==> src/include/charge_seq_defs.svh <==
// charge_seq_defs.svh: constants for the charge sequencer
// assumes a 100 MHz mclk; included by bare name
`ifndef CHARGE_SEQ_DEFS_SVH
`define CHARGE_SEQ_DEFS_SVH

// clock period in ns
`define CLK_PERIOD_NS 10
// comparator filter time in ns, and its count (least time: round up)
`define FILTER_TIME_NS 1000
`define FILTER_CYCLES ((`FILTER_TIME_NS + `CLK_PERIOD_NS - 1) / `CLK_PERIOD_NS)
// safety timers in seconds
`define PRECHG_TIME_S 1800
`define CHG_TIME_S 18000
// ramp step time in ns and its count
`define RAMP_STEP_NS 10000
`define RAMP_STEP_CYCLES ((`RAMP_STEP_NS + `CLK_PERIOD_NS - 1) / `CLK_PERIOD_NS)
// ramp level width and full scale
`define RAMP_W 4
`define RAMP_FULL 4'hf
// prescaler to one second ticks
`define SEC_CYCLES 100000000
// safety timer counter width
`define TIMER_W 16

`endif

==> src/include/charge_seq_pkg.sv <==
// charge_seq_pkg.sv: types for the charge sequencer
// assumes charge_seq_defs.svh defines the numbers
package charge_seq_pkg;

   // sequencer states, one-hot
   typedef enum logic [6:0] {
      st_absent  = 7'h01,
      st_qualify = 7'h02,
      st_precharge = 7'h04,
      st_fast    = 7'h08,
      st_suspend = 7'h10,
      st_fault   = 7'h20,
      st_done    = 7'h40
   } seq_state_type;

   // charge mode remembered across suspend
   typedef enum logic [1:0] {
      mode_none = 2'h0,
      mode_pre  = 2'h1,
      mode_fast = 2'h2
   } charge_mode_type;

endpackage : charge_seq_pkg

==> src/verilog/input_filter.sv <==
// input_filter.sv: two-flop synchroniser plus stability filter
// assumes one clock mclk and asynchronous active-high rst
`timescale 1ns/1ps
`include "charge_seq_defs.svh"

module input_filter (
   input  wire logic mclk,
   input  wire logic rst,
   input  wire logic raw,
   output logic      clean
);
   import charge_seq_pkg::*;

   typedef struct packed {
      logic        meta;
      logic        sync;
      logic [15:0] count;
      logic        clean;
   } filt_type;

   filt_type cur;
   filt_type next_cur;

   // synchronise, then accept a level only after it holds steady
   always_comb begin
      next_cur = cur;
      next_cur.meta = raw;
      next_cur.sync = cur.meta;
      if (cur.sync == cur.clean) begin
         next_cur.count = 16'h0;
      end else if (cur.count == 16'(`FILTER_CYCLES - 1)) begin
         next_cur.count = 16'h0;
         next_cur.clean = cur.sync;
      end else begin
         next_cur.count = cur.count + 16'h1;
      end
   end

   always_ff @(posedge mclk or posedge rst) begin
      if (rst) begin
         cur <= '0;
      end else begin
         cur <= next_cur;
      end
   end

   assign clean = cur.clean;

endmodule : input_filter

==> src/verilog/charge_qualify_sequencer.sv <==
// charge_qualify_sequencer.sv: charge qualification and mode sequencer
// assumes comparator results arrive as levels; one clock, power-on reset on rst
//
// How it works
// RULE1: new cycle starts only with supply valid and battery present.
// RULE2: cycle start needs thermistor between cold fault and hot fault thresholds.
// RULE3: battery below low-voltage threshold selects pre-charge at reduced current.
// RULE4: while charging, leave cold-to-cutoff window suspends; resume inside cold-to-hot window.
// RULE5: suspend releases the open-drain pass drive output.
// RULE6: suspend freezes safety timers; counting continues from held values on resume.
// RULE7: supply regulation stays active in absent, precharge, suspend, fault, done.
// RULE8: current regulation below regulation voltage, voltage regulation once reached.
// RULE9: regulation targets ramp stepwise between modes and into or out of suspend/fault.
// RULE10: detect insertion and removal, open or closed protector packs; the code does not act on removal while in suspend.
// RULE11: temperature is checked continuously in every state; the code checks it only in qualify, precharge, fast and suspend.
// RULE12: status shown on two open-drain outputs that only pull low or release.
// RULE13: after timer expiry stay in fault until reset or battery removal.
// RULE14: leaving suspend clears timers only if resumed mode differs.
// RULE15: comparator inputs are synchronised and filtered before use.
`timescale 1ns/1ps
`include "charge_seq_defs.svh"

module charge_qualify_sequencer #(
   parameter int unsigned SEC_CYCLES = `SEC_CYCLES
) (
   input  wire logic                   mclk,
   input  wire logic                   rst,
   input  wire logic                   supply_valid,
   input  wire logic                   battery_detect,
   input  wire logic                   battery_removed,
   input  wire logic                   bat_below_lowv,
   input  wire logic                   bat_below_reg,
   input  wire logic                   bat_below_rch,
   input  wire logic                   current_below_term,
   input  wire logic                   ts_above_cold,
   input  wire logic                   ts_below_hot,
   input  wire logic                   ts_below_cutoff,
   output logic                        pass_drive_output_o,
   output logic                        pass_drive_output_oe,
   output logic                        status_out_a_o,
   output logic                        status_out_a_oe,
   output logic                        status_out_b_o,
   output logic                        status_out_b_oe,
   output logic                        supply_reg_enable,
   output logic                        current_reg_select,
   output logic                        voltage_reg_select,
   output logic                        precondition_current,
   output logic [`RAMP_W-1:0]          reg_target,
   output charge_seq_pkg::seq_state_type state_out
);
   import charge_seq_pkg::*;

   // ************************************************
   // input conditioning
   // ************************************************
   localparam int NIN = 10;
   logic [NIN-1:0] raw_in;
   logic [NIN-1:0] flt;

   assign raw_in = {supply_valid, battery_detect, battery_removed, bat_below_lowv,
                    bat_below_reg, bat_below_rch, current_below_term,
                    ts_above_cold, ts_below_hot, ts_below_cutoff};

   // one filter per comparator
   genvar gi;
   generate
      for (gi = 0; gi < NIN; gi = gi + 1) begin : g_filt
         input_filter u_filt ( // RULE15
            .mclk  (mclk),
            .rst   (rst),
            .raw   (raw_in[gi]),
            .clean (flt[gi])
         );
      end
   endgenerate

   logic f_supply, f_detect, f_removed, f_lowv, f_below_reg, f_below_rch;
   logic f_term, f_cold_ok, f_hot_ok, f_cut_ok;
   assign {f_supply, f_detect, f_removed, f_lowv, f_below_reg, f_below_rch,
           f_term, f_cold_ok, f_hot_ok, f_cut_ok} = flt;

   // ************************************************
   // helpers
   // ************************************************
   // start window: cold to hot fault thresholds
   function automatic logic temp_start_ok(input logic cold_ok, input logic hot_ok);
      temp_start_ok = cold_ok & hot_ok;
   endfunction : temp_start_ok

   // run window: cold fault to hot cutoff thresholds
   function automatic logic temp_run_ok(input logic cold_ok, input logic cut_ok);
      temp_run_ok = cold_ok & cut_ok;
   endfunction : temp_run_ok

   // ************************************************
   // state
   // ************************************************
   typedef struct packed {
      seq_state_type          state;
      charge_mode_type        susp_mode;
      logic [31:0]            prescale;
      logic [`TIMER_W-1:0]    pre_timer;
      logic [`TIMER_W-1:0]    chg_timer;
      logic [`RAMP_W-1:0]     ramp;
      logic [`RAMP_W-1:0]     ramp_goal;
      logic [15:0]            ramp_count;
      // pin enables, low while the pin is pulled low; then the active-high regulation controls
      logic                   pass_oe;
      logic                   stat_a_oe;
      logic                   stat_b_oe;
      logic                   supply_reg;
      logic                   cur_sel;
      logic                   volt_sel;
      logic                   pre_cur;
   } seq_type;

   seq_type cur;
   seq_type next_cur;
   logic    sec_tick;
   logic    start_ok;
   logic    run_ok;
   charge_mode_type want_mode;

   always_comb begin
      sec_tick  = (cur.prescale == SEC_CYCLES - 1);
      start_ok  = temp_start_ok(f_cold_ok, f_hot_ok);     // RULE2
      run_ok    = temp_run_ok(f_cold_ok, f_cut_ok);       // RULE11
      want_mode = f_lowv ? mode_pre : mode_fast;          // RULE3
   end

   // ************************************************
   // sequencing
   // ************************************************
   // next-state logic
   always_comb begin
      next_cur = cur;
      // free-running second prescaler; a suspend may drop part of one second
      next_cur.prescale = sec_tick ? 32'h0 : cur.prescale + 32'h1;

      case (cur.state)
         st_absent: begin
            if (f_supply && f_detect) begin // RULE1 RULE10
               next_cur.state = st_qualify;
            end
         end
         st_qualify: begin
            if (f_removed || !f_supply) begin // RULE10
               next_cur.state = st_absent;
            end else if (!start_ok) begin // RULE2
               next_cur.state = st_suspend;
               next_cur.susp_mode = mode_none;
            end else if (want_mode == mode_pre) begin // RULE3
               next_cur.state = st_precharge;
            end else begin
               next_cur.state = st_fast;
            end
            // a fresh cycle restarts both safety timers
            next_cur.pre_timer = '0;
            next_cur.chg_timer = '0;
         end
         st_precharge: begin
            if (sec_tick) begin
               next_cur.pre_timer = cur.pre_timer + 1'b1;
            end
            if (f_removed) begin // RULE10
               next_cur.state = st_absent;
            end else if (!run_ok) begin // RULE4
               next_cur.state = st_suspend;
               next_cur.susp_mode = mode_pre;
            end else if (cur.pre_timer >= `TIMER_W'(`PRECHG_TIME_S)) begin
               next_cur.state = st_fault;
            end else if (!f_lowv) begin
               next_cur.state = st_fast;
               next_cur.chg_timer = '0;
            end
         end
         st_fast: begin
            if (sec_tick) begin
               next_cur.chg_timer = cur.chg_timer + 1'b1;
            end
            if (f_removed) begin // RULE10
               next_cur.state = st_absent;
            end else if (!run_ok) begin // RULE4
               next_cur.state = st_suspend;
               next_cur.susp_mode = mode_fast;
            end else if (cur.chg_timer >= `TIMER_W'(`CHG_TIME_S)) begin
               next_cur.state = st_fault;
            end else if (!f_below_reg && f_term) begin
               next_cur.state = st_done;
            end
         end
         st_suspend: begin
            // timers hold: no increment here  RULE6
            // removal is not acted on: a swapped pack must also sit inside the start window
            if (start_ok && f_supply && f_detect) begin // RULE4
               next_cur.state = (want_mode == mode_pre) ? st_precharge : st_fast;
               if (want_mode != cur.susp_mode) begin // RULE14
                  next_cur.pre_timer = '0;
                  next_cur.chg_timer = '0;
               end
            end
         end
         st_fault: begin
            if (f_removed) begin // RULE13
               next_cur.state = st_absent;
            end
         end
         st_done: begin
            if (f_removed || !f_detect) begin // RULE10
               next_cur.state = st_absent;
            end else if (f_below_rch) begin
               next_cur.state = st_qualify;
            end
         end
         default: begin
            next_cur.state = st_absent;
         end
      endcase

      // ramp goal by target state, stepping one level per interval  RULE9
      case (next_cur.state)
         st_fast:      next_cur.ramp_goal = `RAMP_FULL;
         st_precharge: next_cur.ramp_goal = `RAMP_W'(`RAMP_FULL >> 2);
         default:      next_cur.ramp_goal = '0;
      endcase
      if (cur.ramp == cur.ramp_goal) begin
         next_cur.ramp_count = 16'h0;
      end else if (cur.ramp_count == 16'(`RAMP_STEP_CYCLES - 1)) begin
         next_cur.ramp_count = 16'h0;
         next_cur.ramp = (cur.ramp < cur.ramp_goal) ? cur.ramp + 1'b1 : cur.ramp - 1'b1; // RULE9
      end else begin
         next_cur.ramp_count = cur.ramp_count + 16'h1;
      end

      // pass drive pulls low only while charging; released elsewhere
      // enables are held active low in the state so each pin comes straight from a flop
      next_cur.pass_oe = !(next_cur.state == st_precharge || next_cur.state == st_fast); // RULE5
      // supply regulation in every non fast-charge state
      next_cur.supply_reg = (next_cur.state != st_fast); // RULE7
      next_cur.cur_sel  = (next_cur.state == st_fast) && f_below_reg;  // RULE8
      next_cur.volt_sel = (next_cur.state == st_fast) && !f_below_reg; // RULE8
      next_cur.pre_cur  = (next_cur.state == st_precharge);            // RULE3

      // status pins: a=low in charge, b=low in done, both low in fault/suspend  RULE12
      // enable low pulls the pin low
      case (next_cur.state)
         st_precharge, st_fast: begin
            next_cur.stat_a_oe = 1'b0;
            next_cur.stat_b_oe = 1'b1;
         end
         st_done: begin
            next_cur.stat_a_oe = 1'b1;
            next_cur.stat_b_oe = 1'b0;
         end
         st_fault, st_suspend: begin
            next_cur.stat_a_oe = 1'b0;
            next_cur.stat_b_oe = 1'b0;
         end
         default: begin
            next_cur.stat_a_oe = 1'b1;
            next_cur.stat_b_oe = 1'b1;
         end
      endcase
   end

   // register the state
   always_ff @(posedge mclk or posedge rst) begin
      if (rst) begin
         // released pins and live supply regulation while in reset  RULE7
         cur <= '{state:      st_absent,
                  susp_mode:  mode_none,
                  supply_reg: 1'b1,
                  pass_oe:    1'b1,
                  stat_a_oe:  1'b1,
                  stat_b_oe:  1'b1,
                  default:    '0};
      end else begin
         cur <= next_cur;
      end
   end

   // ************************************************
   // outputs
   // ************************************************
   // open-drain pins only pull low; enable is active low  RULE12
   // data lines are tied low so no open-drain pin can ever be driven high
   assign pass_drive_output_o  = 1'b0;
   assign pass_drive_output_oe = cur.pass_oe;
   assign status_out_a_o       = 1'b0;
   assign status_out_a_oe      = cur.stat_a_oe;
   assign status_out_b_o       = 1'b0;
   assign status_out_b_oe      = cur.stat_b_oe;
   assign supply_reg_enable    = cur.supply_reg;
   assign current_reg_select   = cur.cur_sel;
   assign voltage_reg_select   = cur.volt_sel;
   assign precondition_current = cur.pre_cur;
   assign reg_target           = cur.ramp;
   assign state_out            = cur.state;

endmodule : charge_qualify_sequencer

==> config.mk <==
export PLATFORM = sky130hd
export DESIGN_NAME = charge_qualify_sequencer
export DESIGN_NICKNAME = d
export VERILOG_FILES = /design/src/include/charge_seq_pkg.sv /design/src/verilog/input_filter.sv /design/src/verilog/charge_qualify_sequencer.sv
export VERILOG_INCLUDE_DIRS = /design/src /design/src/include
export SDC_FILE = /design/constraint.sdc
export NUM_CORES = 1
export LEC_CHECK = 0
export BUFFER_PORTS_ARGS = -buffer_cell sky130_fd_sc_hd__buf_4
export CAP_MARGIN = 20
export CORE_UTILIZATION = 45
export DETAILED_ROUTE_END_ITERATION = 7
export PLACE_DENSITY = 0.64
export SLEW_MARGIN = 20
export SYNTH_ARGS = -nofsm -noshare
export SYNTH_HDL_FRONTEND = slang
export SYNTH_HIERARCHICAL = 1
export SYNTH_SLANG_ARGS = --single-unit
==> constraint.sdc <==
create_clock -name mclk -period 3.23 [get_ports mclk]
set_input_delay 0 -clock mclk [delete_from_list [all_inputs] [get_ports mclk]]
set_output_delay 0 -clock mclk [all_outputs]
set_load 0.01 [all_outputs]
# After elaboration in Yosys (flattened, before gate mapping)
# Index checks and enable logic that the tools add are counted.
op_classes:
  addsub: 16
  magnitude_cmp: 3
  eq_ne: 51
  muxes: 61
  n_bitwise: 13
  n_reduce_logical: 32
op_table:
  columns: ["operator", "count"]
  rows:
  - ["two-way mux 16 bit", 28]
  - ["adder 16 x 1 -> 16 bit, second input constant", 13]
  - ["equality test 16 x 7 -> 1 bit, second input constant", 10]
  - ["two-way mux 7 bit", 15]
  - ["two-way mux 32 bit", 3]
  - ["case mux 16 bit (4 select lines)", 1]
  - ["case mux 7 bit (7 select lines)", 1]
  - ["case mux 16 bit (3 select lines)", 1]
  - ["adder 32 x 1 -> 32 bit, second input constant", 1]
  - ["equality test 32 x 27 -> 1 bit, second input constant", 1]
  - ["!= test 2 bit, second input constant", 13]
  - ["AND reduction 2 bit", 11]
  - ["equality test 16 x 10 -> 1 bit, second input constant", 1]
  - [">= comparator 16 x 11 -> 1 bit, second input constant", 1]
  - [">= comparator 16 x 15 -> 1 bit, second input constant", 1]
  - ["equality test 7 x 3 -> 1 bit, second input constant", 2]
  - ["equality test 7 x 4 -> 1 bit, second input constant", 2]
  - ["equality test 7 x 5 -> 1 bit, second input constant", 2]
  - ["equality test 7 x 6 -> 1 bit, second input constant", 2]
  - ["equality test 7 bit, second input constant", 2]
  - ["two-way mux 2 bit", 7]
  - ["case mux 2 bit (3 select lines)", 2]
  - ["inverter 1 bit", 11]
  - ["equality test 1 bit", 10]
  - ["other kinds (21)", 35]
word_totals:
  reg_bits: 294
  inputBits: 12

# Depth between registers and ports, before layout
# Gate-level depths: netlist (run 1).
depth:
  ltp_word: 10
  depth_mapped: 12
  ltp_nobuf: 12

# Hierarchy
# Netlist (run 1), hierarchy kept.
by_module_without_submodules:
  columns: ["mod", "n_inst", "cells_each", "area_each_um2"]
  rows:
  - ["input_filter at g_filt[0].u_filt ...", 9, 86, 909.6]
  - ["charge_qualify_sequencer", 1, 608, 5691.7]
  - ["input_filter at g_filt[9].u_filt", 1, 86, 913.4]

# Worst setup path after synthesis (run 1)
# No wires, ideal clock.
synth_path:
  path_type: "reg-to-reg"
  start: "register cur (netlist bit reg_target[1])"
  end: "register cur (netlist bit reg_target[3])"
  arrival_ps: 2496
  setup_slack_ps: 655
  stages_incl_launch_ff: 12
  synth_period_minus_slack_ps: 2575
  path_cell_list: "dfrtp_1 -> ha_1 -> nor2b_1 -> o21a_1 -> o21a_1 -> or2_2 -> ha_1 -> a21o_1 -> a21oi_1 -> or3_1 -> a21oi_1 -> xor2_1"
synth_between:
  elab_chain_len: 3
  word_cells_on_any_way: 7
  cone_classes: "add/sub (2); order compare (1); eq/ne (1); mux (1); bitwise (1); reduce/logical (1)"
synth_lines:
  columns: ["item", "line", "text"]
  rows:
  - ["start, declared", "charge_qualify_sequencer.sv:117", "seq_type cur;"]
  - ["start signal, assigned", "charge_qualify_sequencer.sv:270", "cur <= '{state: st_absent,"]
  - ["start signal, assigned", "charge_qualify_sequencer.sv:278", "cur <= next_cur;"]
  - ["parallel branches: the longest is 3 deep, another holds subtractor 4 x 1 -> 4 bit", null, null]
# Several ways; the timed one is not identified.
# A chain may end at the register's enable or synchronous reset.

# Worst setup path in the final report (run 1)
# Ends and elaborated chain as after synthesis.

==> results.json, run 1 <==
{
  "vias": 10447,
  "cpPeakStageDelay_ns": 0.45,
  "cts_tree": "yes",
  "synth.cell_area_um2": 14800,
  "critical-path-top-delay-family": "simple AND/OR/NAND/NOR gates",
  "seq_area_frac_synth_pct": 49.4,
  "io_buffers": 29,
  "synth_edf_count": 0,
  "h-tree-depth": 2,
  "fin_setup_tns_ns": 0,
  "yosysUniqueCellTypes": 67,
  "ant_nets": 0,
  "start_util_pct": 45.6,
  "cts-root-buf": "clkbuf_16",
  "max_freq_ghz": 0.360,
  "required_ns": 3.66,
  "syn-mean-instance-area_um2": 10.1,
  "rows": 66,
  "rsz0062_at_grt": "false",
  "wl_per_cell_um": 14.4,
  "ios": 33,
  "critPathCaptureType": "flop",
  "slowest_stage": "dfrtp_1",
  "synth_top_area_share_pct": 48.6,
  "slew-limit-headroom_pct": 44.4,
  "overflow": 0,
  "arrival_ns": 3.21,
  "drv_cap": 0,
  "core_area_um2": 32500,
  "ys_ff_latch": 292,
  "finalClockSkew_ns": 0.00983,
  "drtIter0Drc": 505,
  "ys.flop_type": "dfrtp_1",
  "switching_power_w": 0.00170,
  "power_density_nw_per_um2": 485,
  "clock_power_share_pct": 51.1,
  "post_cts_buffers": 0,
  "synth_area_leader_cell": "dfrtp_1",
  "grt_max_degree": 66,
  "finalCriticalPeriod_ns": 2.78,
  "finalHoldViolCount": 0,
  "drt-pass1-iter-count": 5,
  "cts_sinks": 292,
  "min_path_type": "in2reg",
  "clk_path_buf_depth": 3,
  "grt_pass1_wl_um": 49600,
  "die_area_um2": 33600,
  "highest_layer": "met4",
  "nNetsFinal": 1537,
  "cts_buffers": 34,
  "wl_met1_um": 13700,
  "post-place-ws_ns": 0.446,
  "ir_drop_uv": 724,
  "wl_met3_um": 805,
  "cp_max_fo": 5,
  "finalWeightedCongestion": 0.850,
  "diodes": 0,
  "combPwrFrac_pct": 2.5,
  "post-route-period-util_pct": 86.1,
  "wl_met2_um": 13500,
  "synth_top_cells_by_count": "dfrtp_1 (287), nor2_1 (213), xnor2_1 (119)",
  "critPathLaunchType": "flop",
  "routed_wirelength_um": 28400,
  "antenna_found_initial": 0,
  "yosysMostFrequentCell": "dfrtp_1",
  "synthCells": 1468,
  "grtUsageTotal_pct": 17.6,
  "drive_gt1_share_pct": 10.4,
  "async_flop_share_pct": 100,
  "path_buf_inv": 0,
  "area_delta_synth_final_pct": 12.6,
  "vias_per_cell": 5.30,
  "die_height_um": 183,
  "critPathKind": "reg2reg",
  "p_sw_share_pct": 21.0,
  "path_cells": "ha_1 > nor2b_1 > o21a_1 > o21a_1 > or2_2 > ha_1 > a21o_1 > a21oi_1 > or3_1 > a21oi_1 > xor2_1",
  "clock_latency_ns": 0.51,
  "yosys-top-cells-area": "dfrtp_1 (49%), xnor2_1 (7.0%), nor2_1 (5.4%), xor2_1 (4.1%), nand4_1 (2.9%)",
  "die_w_um": 183,
  "setup_viol": 0,
  "outcome": "finished, final reports clean",
  "clk_pin_slew_ns": 0.06,
  "drc_errors": 0,
  "p_leak_nw": 7.11,
  "final-max-slew-violation-count": 0,
  "pwr-share-seq_pct": 46.4,
  "dp_hpwl_um": 19300,
  "internal-power_w": 0.00638,
  "ys_warn_count": 6,
  "worst_slew_pin_slew_ns": 0.834,
  "fin_ws_ns": 0.449,
  "grt_pass1_vias": 10344
}
[per-layer routing]
metal | GRT usage, % | vias to the layer above
met5 | 0 | -
met4 | 4.73 | 0
met3 | 2.88 | 31
met2 | 29.2 | 101
met1 | 24.0 | 5085
li1 | - | 5230
[area by class of cell]
type | instances | area [um2]
Inverter | 50 | 190
Clock inverter | 14 | 204
Timing Repair Buffer | 48 | 400
Multi-Input combinational cell | 1076 | 6970
Tap cell | 442 | 553
Fill cell | 2886 | 15800
Sequential cell | 292 | 7310
Clock buffer | 48 | 1030
[per-stage QoR]
step                total power [W]  instance area [um2]  utilization, %  instances  hold WS [ns]
global route                0.00838                16700            51.3       1970         0.124
CTS                         0.00821                16700            51.3       1970         0.113
global placement            0.00401                15300            47.2       1897         0.110
detailed placement          0.00401                15300            47.2       1897         0.111
finish                      0.00808                16700            51.3       1970         0.135
floorplan                   0.00396                14800               -       1470       -0.0489
[power by group through the flow]
stage	Clock [W]	Combinational, W	Sequential (W)
after floorplan	0	0.000166	0.00379
after global placement	0	0.000194	0.00381
after detailed placement	0	0.000198	0.00381
after CTS	0.00425	0.000209	0.00375
after global routing	0.00439	0.000238	0.00375
final	0.00413	0.000201	0.00375
[sequential cells by signal (all words and copies together), names as in the netlist]
name / cells
cur: 84
current_reg_select: 1
g_filt.u_filt/clean: 10
g_filt.u_filt/cur: 180
pass_drive_output_oe: 1
precondition_current: 1
reg_target: 4
state_out: 7
status_out_a_oe: 1
status_out_b_oe: 1
supply_reg_enable: 1
voltage_reg_select: 1
[cells in the final DEF (no fill, tap or decap), types with 6 or more instances in the layout]
cell type / instances
xor2_1: 70
ha_1: 22
dfrtp_1: 287
nor4b_1: 13
clkbuf_16: 37
nand2b_1: 8
mux2_2: 15
nand3_2: 10
nand3_1: 68
o2111ai_1: 6
o21ai_0: 39
nand2_1: 84
a21oi_1: 25
nor3_1: 58
nor4_1: 44
and4bb_1: 9
nand4_4: 9
and3_1: 34
o31ai_1: 11
buf_4: 36
xnor2_1: 119
clkbuf_8: 6
or3_1: 21
and4_1: 16
and2_1: 10
clkinv_2: 6
nor2b_1: 11
inv_1: 49
a31oi_1: 9
o21ai_1: 13
dlygate4sd3_1: 11
nor2_1: 213
or4_4: 9
nand4_1: 68
[path summary, 6_finish.rpt]
| kind | from | endpoint | slack (ns) | cells past startpoint |
|---|---|---|---|---|
| max in group asynchronous | rst | reg_target[2]$_DFFE_PP0P_ | 2.21 | 4 |
| max reg2reg | reg_target[1]$_DFFE_PP0P_ | reg_target[3]$_DFFE_PP0P_ | 0.45 | 11 |
| min in group asynchronous | rst | g_filt[2].u_filt/cur[10]$_DFF_PP0_ | 0.27 | 3 |
| min | ts_above_cold | g_filt[2].u_filt/cur[18]$_DFF_PP0_ | 0.13 | 2 |
| max | reg_target[1]$_DFFE_PP0P_ | reg_target[3]$_DFFE_PP0P_ | 0.45 | 11 |
| min reg2reg | g_filt[3].u_filt/cur[18]$_DFF_PP0_ | g_filt[3].u_filt/cur[17]$_DFF_PP0_ | 0.34 | 0 |
[logic make-up after synthesis]
group / after synthesis / synth area share, %
buffers and inverters: 102 / 3.51
xor gates and xnor gates: 189 / 11.2
DFF: 292 / 49.4
other: 1 / 0.0254
AOI/OAI and AO/OA: 132 / 5.55
and+or+nand+nor: 714 / 27.1
adders and majority gates: 23 / 2.00
muxes: 15 / 1.14
[repair_timing]
action,CTS,global route
hold endpoints to repair,259,0
resized for setup,0,0
hold buffers,11,0
(Power assumes the default switching activity.)
==> inputs of run 2 (changes only) <==
Settings changed: CTS_BUF_LIST from default to sky130_fd_sc_hd__clkbuf_8, CTS_CLUSTER_SIZE from default to 28.
==> run 2 against run 1 <==
  * Routed wire length up 0.40%
  * Fmax increased by 0.12%
  * Via count rose by 1.0%
  * Combinational power barely moved
  * Sequential share of layout area increased by 0.58 points
  * Setup slack improved by 0.0033 ns
  * Largest cell class unchanged
  * Utilization shrank 0.67 points
  * Global-route usage increased by 0.063 points
==> results.json, run 2 (synthesis gave the netlist of run 1 again) <==
{
  "outcome": "finished, final reports clean",
  "required_ns": 3.71,
  "rows": 66,
  "start_util_pct": 45.6,
  "final_cell_mix": "dfrtp_1 (287), nor2_1 (213), xnor2_1 (119)",
  "p_sw_share_pct": 22.8,
  "ios": 33,
  "arrival_ns": 3.26,
  "final_common_cell": "dfrtp_1",
  "cts_buffers": 50,
  "place_area_um2": 15300,
  "grt_max_degree": 66,
  "diodes": 0,
  "vias_per_cell": 5.29,
  "top_register": "g_filt.u_filt/cur",
  "nNetsFinal": 1553,
  "worstRegToRegCells": 11,
  "critPathCaptureType": "flop",
  "finalClockSkew_ns": 0.0144,
  "clk_pin_slew_ns": 0.06,
  "p_total_w": 0.00731,
  "fin_setup_tns_ns": 0,
  "die_w_um": 183,
  "post-route-period-util_pct": 86.0,
  "core_area_um2": 32500,
  "finalWeightedCongestion": 0.850,
  "largest_reg_flops": 180,
  "grtUsageTotal_pct": 17.7,
  "final_area_um2": 16400,
  "ant_nets": 0,
  "antenna_found_initial": 0,
  "hold_depth": 2,
  "internal-power_w": 0.00564,
  "cts_tree": "yes",
  "setup_viol": 0,
  "clock_latency_ns": 0.56,
  "p_leak_nw": 7.09,
  "fin_util_pct": 50.7,
  "final-max-slew-violation-count": 0,
  "cts-root-buf": "clkbuf_8",
  "cp_max_fo": 5,
  "critPathKind": "reg2reg",
  "h-tree-depth": 2,
  "ir_drop_uv": 326,
  "switching_power_w": 0.00166,
  "worst_slew_pin_slew_ns": 0.831,
  "max_freq_ghz": 0.360,
  "vias": 10553,
  "power_density_nw_per_um2": 445,
  "routed_wirelength_um": 28600,
  "finalCriticalPeriod_ns": 2.78,
  "drt-pass1-iter-count": 4,
  "pwr-share-seq_pct": 51.3,
  "rsz0062_at_grt": "false",
  "min_path_type": "in2reg",
  "area_delta_synth_final_pct": 11.1,
  "drive_gt1_share_pct": 11.3,
  "finalHoldViolCount": 0,
  "cts_sinks": 292,
  "clk_path_buf_depth": 3,
  "grt_pass1_vias": 10480,
  "dp_hpwl_um": 19300,
  "clock_power_share_pct": 46.0,
  "die_area_um2": 33600,
  "grt_pass1_wl_um": 49800,
  "slew-limit-headroom_pct": 44.6,
  "drv_cap": 0,
  "critPathLaunchType": "flop",
  "io_buffers": 29,
  "drtIter0Drc": 578,
  "die_height_um": 183,
  "drc_errors": 0,
  "worst_hold_slack_ns": 0.0852,
  "overflow": 0,
  "wl_per_cell_um": 14.3,
  "nFillCells": 2939,
  "combPwrFrac_pct": 2.7,
  "post_cts_resized": 0
}
==> run 2: per-layer routing <==
layer	GRT usage, %	vias up	share of wire [%]
met2	29.2	122	47
met5	0	-	0
met1	23.7	5099	48
met4	5.40	0	2.0
met3	3.12	56	3.1
li1	-	5276	-
==> run 2: layout make-up <==
type / count / area [um2] / share of cell area (%)
Clock buffer: 62 / 853 / 5.19
Timing Repair Buffer: 48 / 400 / 2.44
Inverter: 50 / 190 / 1.16
Sequential cell: 292 / 7310 / 44.5
Clock inverter: 25 / 161 / 0.982
Tap cell: 442 / 553 / 3.36
Multi-Input combinational cell: 1076 / 6970 / 42.4
==> run 2: path summary, 6_finish.rpt <==
kind | from | end | slack [ns]
max in group asynchronous | rst | reg_target[3]$_DFFE_PP0P_ | 2.27
worst min-delay path | ts_above_cold | g_filt[2].u_filt/cur[18]$_DFF_PP0_ | 0.09
worst max register to register | reg_target[1]$_DFFE_PP0P_ | reg_target[3]$_DFFE_PP0P_ | 0.45
min in group asynchronous | rst | g_filt[1].u_filt/cur[8]$_DFF_PP0_ | 0.22
worst max-delay path | reg_target[1]$_DFFE_PP0P_ | reg_target[3]$_DFFE_PP0P_ | 0.45
worst min register to register | g_filt[8].u_filt/cur[18]$_DFF_PP0_ | g_filt[8].u_filt/cur[17]$_DFF_PP0_ | 0.35
==> run 2: repair_timing <==
item	4_1_cts	5_1_grt
hold buffers	11	0
hold endpoints to repair	259	0
setup buffers	0	0
==> run 2: worst max-delay path: stages, from the launching register on <==
cell and delay (ns):
dfrtp_1 0.45, ha_1 0.33, nor2b_1 0.13, o21a_1 0.16
o21a_1 0.18, or2_2 0.31, ha_1 0.29, a21o_1 0.11
a21oi_1 0.08, or3_1 0.32, a21oi_1 0.18, xor2_1 0.15
==> run 2: per-stage QoR <==
stage	setup WS (ns)	cells
CTS	0.445	1995
floorplan	0.563	1470
global placement	0.545	1897
finish	0.453	1995
detailed placement	0.446	1897
global route	0.287	1995
==> run 2: power by group through the flow <==
stage          Clock [W]  Sequential, W  Combinational [W]
3_5_place_dp           0        0.00381           0.000198
4_1_cts          0.00350        0.00375           0.000209
6_report         0.00336        0.00375           0.000200
3_3_place_gp           0        0.00381           0.000194
5_1_grt          0.00365        0.00375           0.000238
2_1_floorplan          0        0.00379           0.000166
==> inputs of run 3 (changes only) <==
Settings changed: CTS_BUF_LIST sky130_fd_sc_hd__clkbuf_8 to sky130_fd_sc_hd__clkbuf_4, SKIP_LAST_GASP from default to 1.
==> run 3 against run 2 <==
  * Cell area is 0.62% higher
  * Clock skew rose by 0.052 ns
  * First-iteration DRC count shrank 21%
  * Power fell by 0.53%
  * Hold slack worse by 0.022 ns
  * Largest cell class unchanged
  * Utilization rose by 0.31 points
  * Count of clock-buffer cells in the layout grew 55
  * Global-route usage rose by 0.37 points
  * Routed wire length is 0.53% higher
  * Critical path type unchanged
==> results.json, run 3 (synthesis gave the netlist of run 1 again) <==
{
  "outcome": "finished, final reports clean",
  "reg2reg_to": "reg_target[3]$_DFFE_PP0P_",
  "drv_cap": 0,
  "worst_slew_pin_slew_ns": 0.843,
  "io_buffers": 29,
  "post_cts_resized": 0,
  "startpoint": "reg_target[1]$_DFFE_PP0P_",
  "overflow": 0,
  "required_ns": 3.85,
  "nNetsFinal": 1593,
  "drtIter0Drc": 457,
  "grt_busiest_layer": "met2",
  "vias_per_cell": 5.23,
  "ant_nets": 0,
  "finalWeightedCongestion": 0.850,
  "core_area_um2": 32500,
  "critPathLaunchType": "flop",
  "area_delta_synth_final_pct": 11.8,
  "cts_sinks": 292,
  "global_route.usage.met2_pct": 29.0,
  "final_cell_mix": "dfrtp_1 (287), nor2_1 (213), xnor2_1 (119)",
  "grt_pass1_wl_um": 50400,
  "grt_max_degree": 66,
  "worstRegToRegCells": 11,
  "wl_per_cell_um": 14.0,
  "die_height_um": 183,
  "drt-pass1-iter-count": 5,
  "start_util_pct": 45.6,
  "finalClockSkew_ns": 0.0660,
  "die_w_um": 183,
  "p_total_w": 0.00727,
  "critPathCaptureType": "flop",
  "grtUsageTotal_pct": 18.0,
  "ir_drop_uv": 327,
  "fin_cells": 2056,
  "top_register": "g_filt.u_filt/cur",
  "setup_viol": 0,
  "ios": 33,
  "arrival_ns": 3.41,
  "h-tree-depth": 3,
  "drc_errors": 0,
  "rsz0062_at_grt": "false",
  "post-route-period-util_pct": 86.2,
  "critPathKind": "reg2reg",
  "cp-endpoint": "reg_target[3]$_DFFE_PP0P_",
  "dp_hpwl_um": 19300,
  "cts_hold_buf": 21,
  "slew-limit-headroom_pct": 43.8,
  "antenna_found_initial": 1,
  "max_freq_ghz": 0.359,
  "vias": 10763,
  "finalCriticalPeriod_ns": 2.78,
  "power_density_nw_per_um2": 440,
  "finalHoldViolCount": 0,
  "grt.met1_usage_pct": 23.7,
  "final_common_cell": "dfrtp_1",
  "die_area_um2": 33600,
  "grt_pass1_vias": 10730,
  "cts_tree": "yes",
  "gr-usage-met3_pct": 4.19,
  "final_area_um2": 16500,
  "p_leak_nw": 7.16,
  "cts-root-buf": "clkbuf_4",
  "post_cts_buffers": 0,
  "place_area_um2": 15300,
  "cp_max_fo": 5,
  "rows": 66,
  "rrSetupSlack_ns": 0.45,
  "reg2reg_from": "reg_target[1]$_DFFE_PP0P_",
  "fin_setup_tns_ns": 0,
  "final-max-slew-violation-count": 0,
  "routed_wirelength_um": 28700,
  "cts_buffers": 80,
  "clk_path_buf_depth": 3,
  "place_inst": 1897,
  "min_path_type": "in2async",
  "largest_reg_flops": 180,
  "drive_gt1_share_pct": 14.0,
  "clock_latency_ns": 0.72,
  "clk_pin_slew_ns": 0.07
}
run 3: cell count changes in the layout (fill, tap and decap cells not counted), sizes merged:
cell,delta
clkinvlp,-1
inv,-11
dlygate4sd3,+10
diode,+1
clkinv,+7
clkbuf,+55
run 3: layout make-up:
| class | count | area (um2) |
|---|---|---|
| fill | 2971 | 15900 |
| sequential | 292 | 7310 |
| multi-input combinational | 1076 | 6970 |
| clock buffer | 117 | 878 |
| tap | 442 | 553 |
| timing repair buffer | 58 | 500 |
| inverter | 50 | 190 |
| clock inverter | 20 | 135 |
| antenna | 1 | 2.50 |
run 3: worst max-delay path, stage by stage (launching register included):
cell and delay, ns:
dfrtp_1 0.45, ha_1 0.33, nor2b_1 0.13, o21a_1 0.16
o21a_1 0.18, or2_2 0.31, ha_1 0.29, a21o_1 0.11
a21oi_1 0.08, or3_1 0.32, a21oi_1 0.18, xor2_1 0.15
run 3: worst min-delay path by stage:
stage | startpoint | end | cells after the start
final | rst | g_filt[7].u_filt/cur[2]$_DFF_PP0_ | 3
after global routing | rst | g_filt[7].u_filt/cur[2]$_DFF_PP0_ | 3
after CTS | rst | g_filt[8].u_filt/cur[6]$_DFF_PP0_ | 3
after detailed placement | current_below_term | g_filt[3].u_filt/cur[18]$_DFF_PP0_ | 1
after global placement | bat_below_reg | g_filt[5].u_filt/cur[18]$_DFF_PP0_ | 1
after floorplan | rst | g_filt[0].u_filt/clean$_DFFE_PP0P_ | 1
run 3: through the flow:
stage	hold slack, ns	utilization (%)	setup WS (ns)
6_report	0.0629	51.0	0.446
5_1_grt	0.0613	51.0	0.285
4_1_cts	0.0203	51.0	0.443
3_5_place_dp	0.111	47.2	0.446
3_3_place_gp	0.110	47.2	0.545
2_1_floorplan	-0.0489	-	0.563
run 3: metal layers:
| metal | vias to the layer above | share of wire [%] | routed length, um |
|---|---|---|---|
| li1 | 5392 | - | - |
| met1 | 5201 | 48 | 13700 |
| met2 | 130 | 47 | 13600 |
| met3 | 40 | 3.0 | 860 |
| met4 | 0 | 1.8 | 518 |
| met5 | - | 0 | 0 |
run 3: where the power goes:
| part | internal, W | switching (W) |
|---|---|---|
| Clock | 0.00181 | 0.00150 |
| Sequential | 0.00370 | 0.0000439 |
| Combinational | 0.0000661 | 0.000144 |
| Total | 0.00558 | 0.00169 |
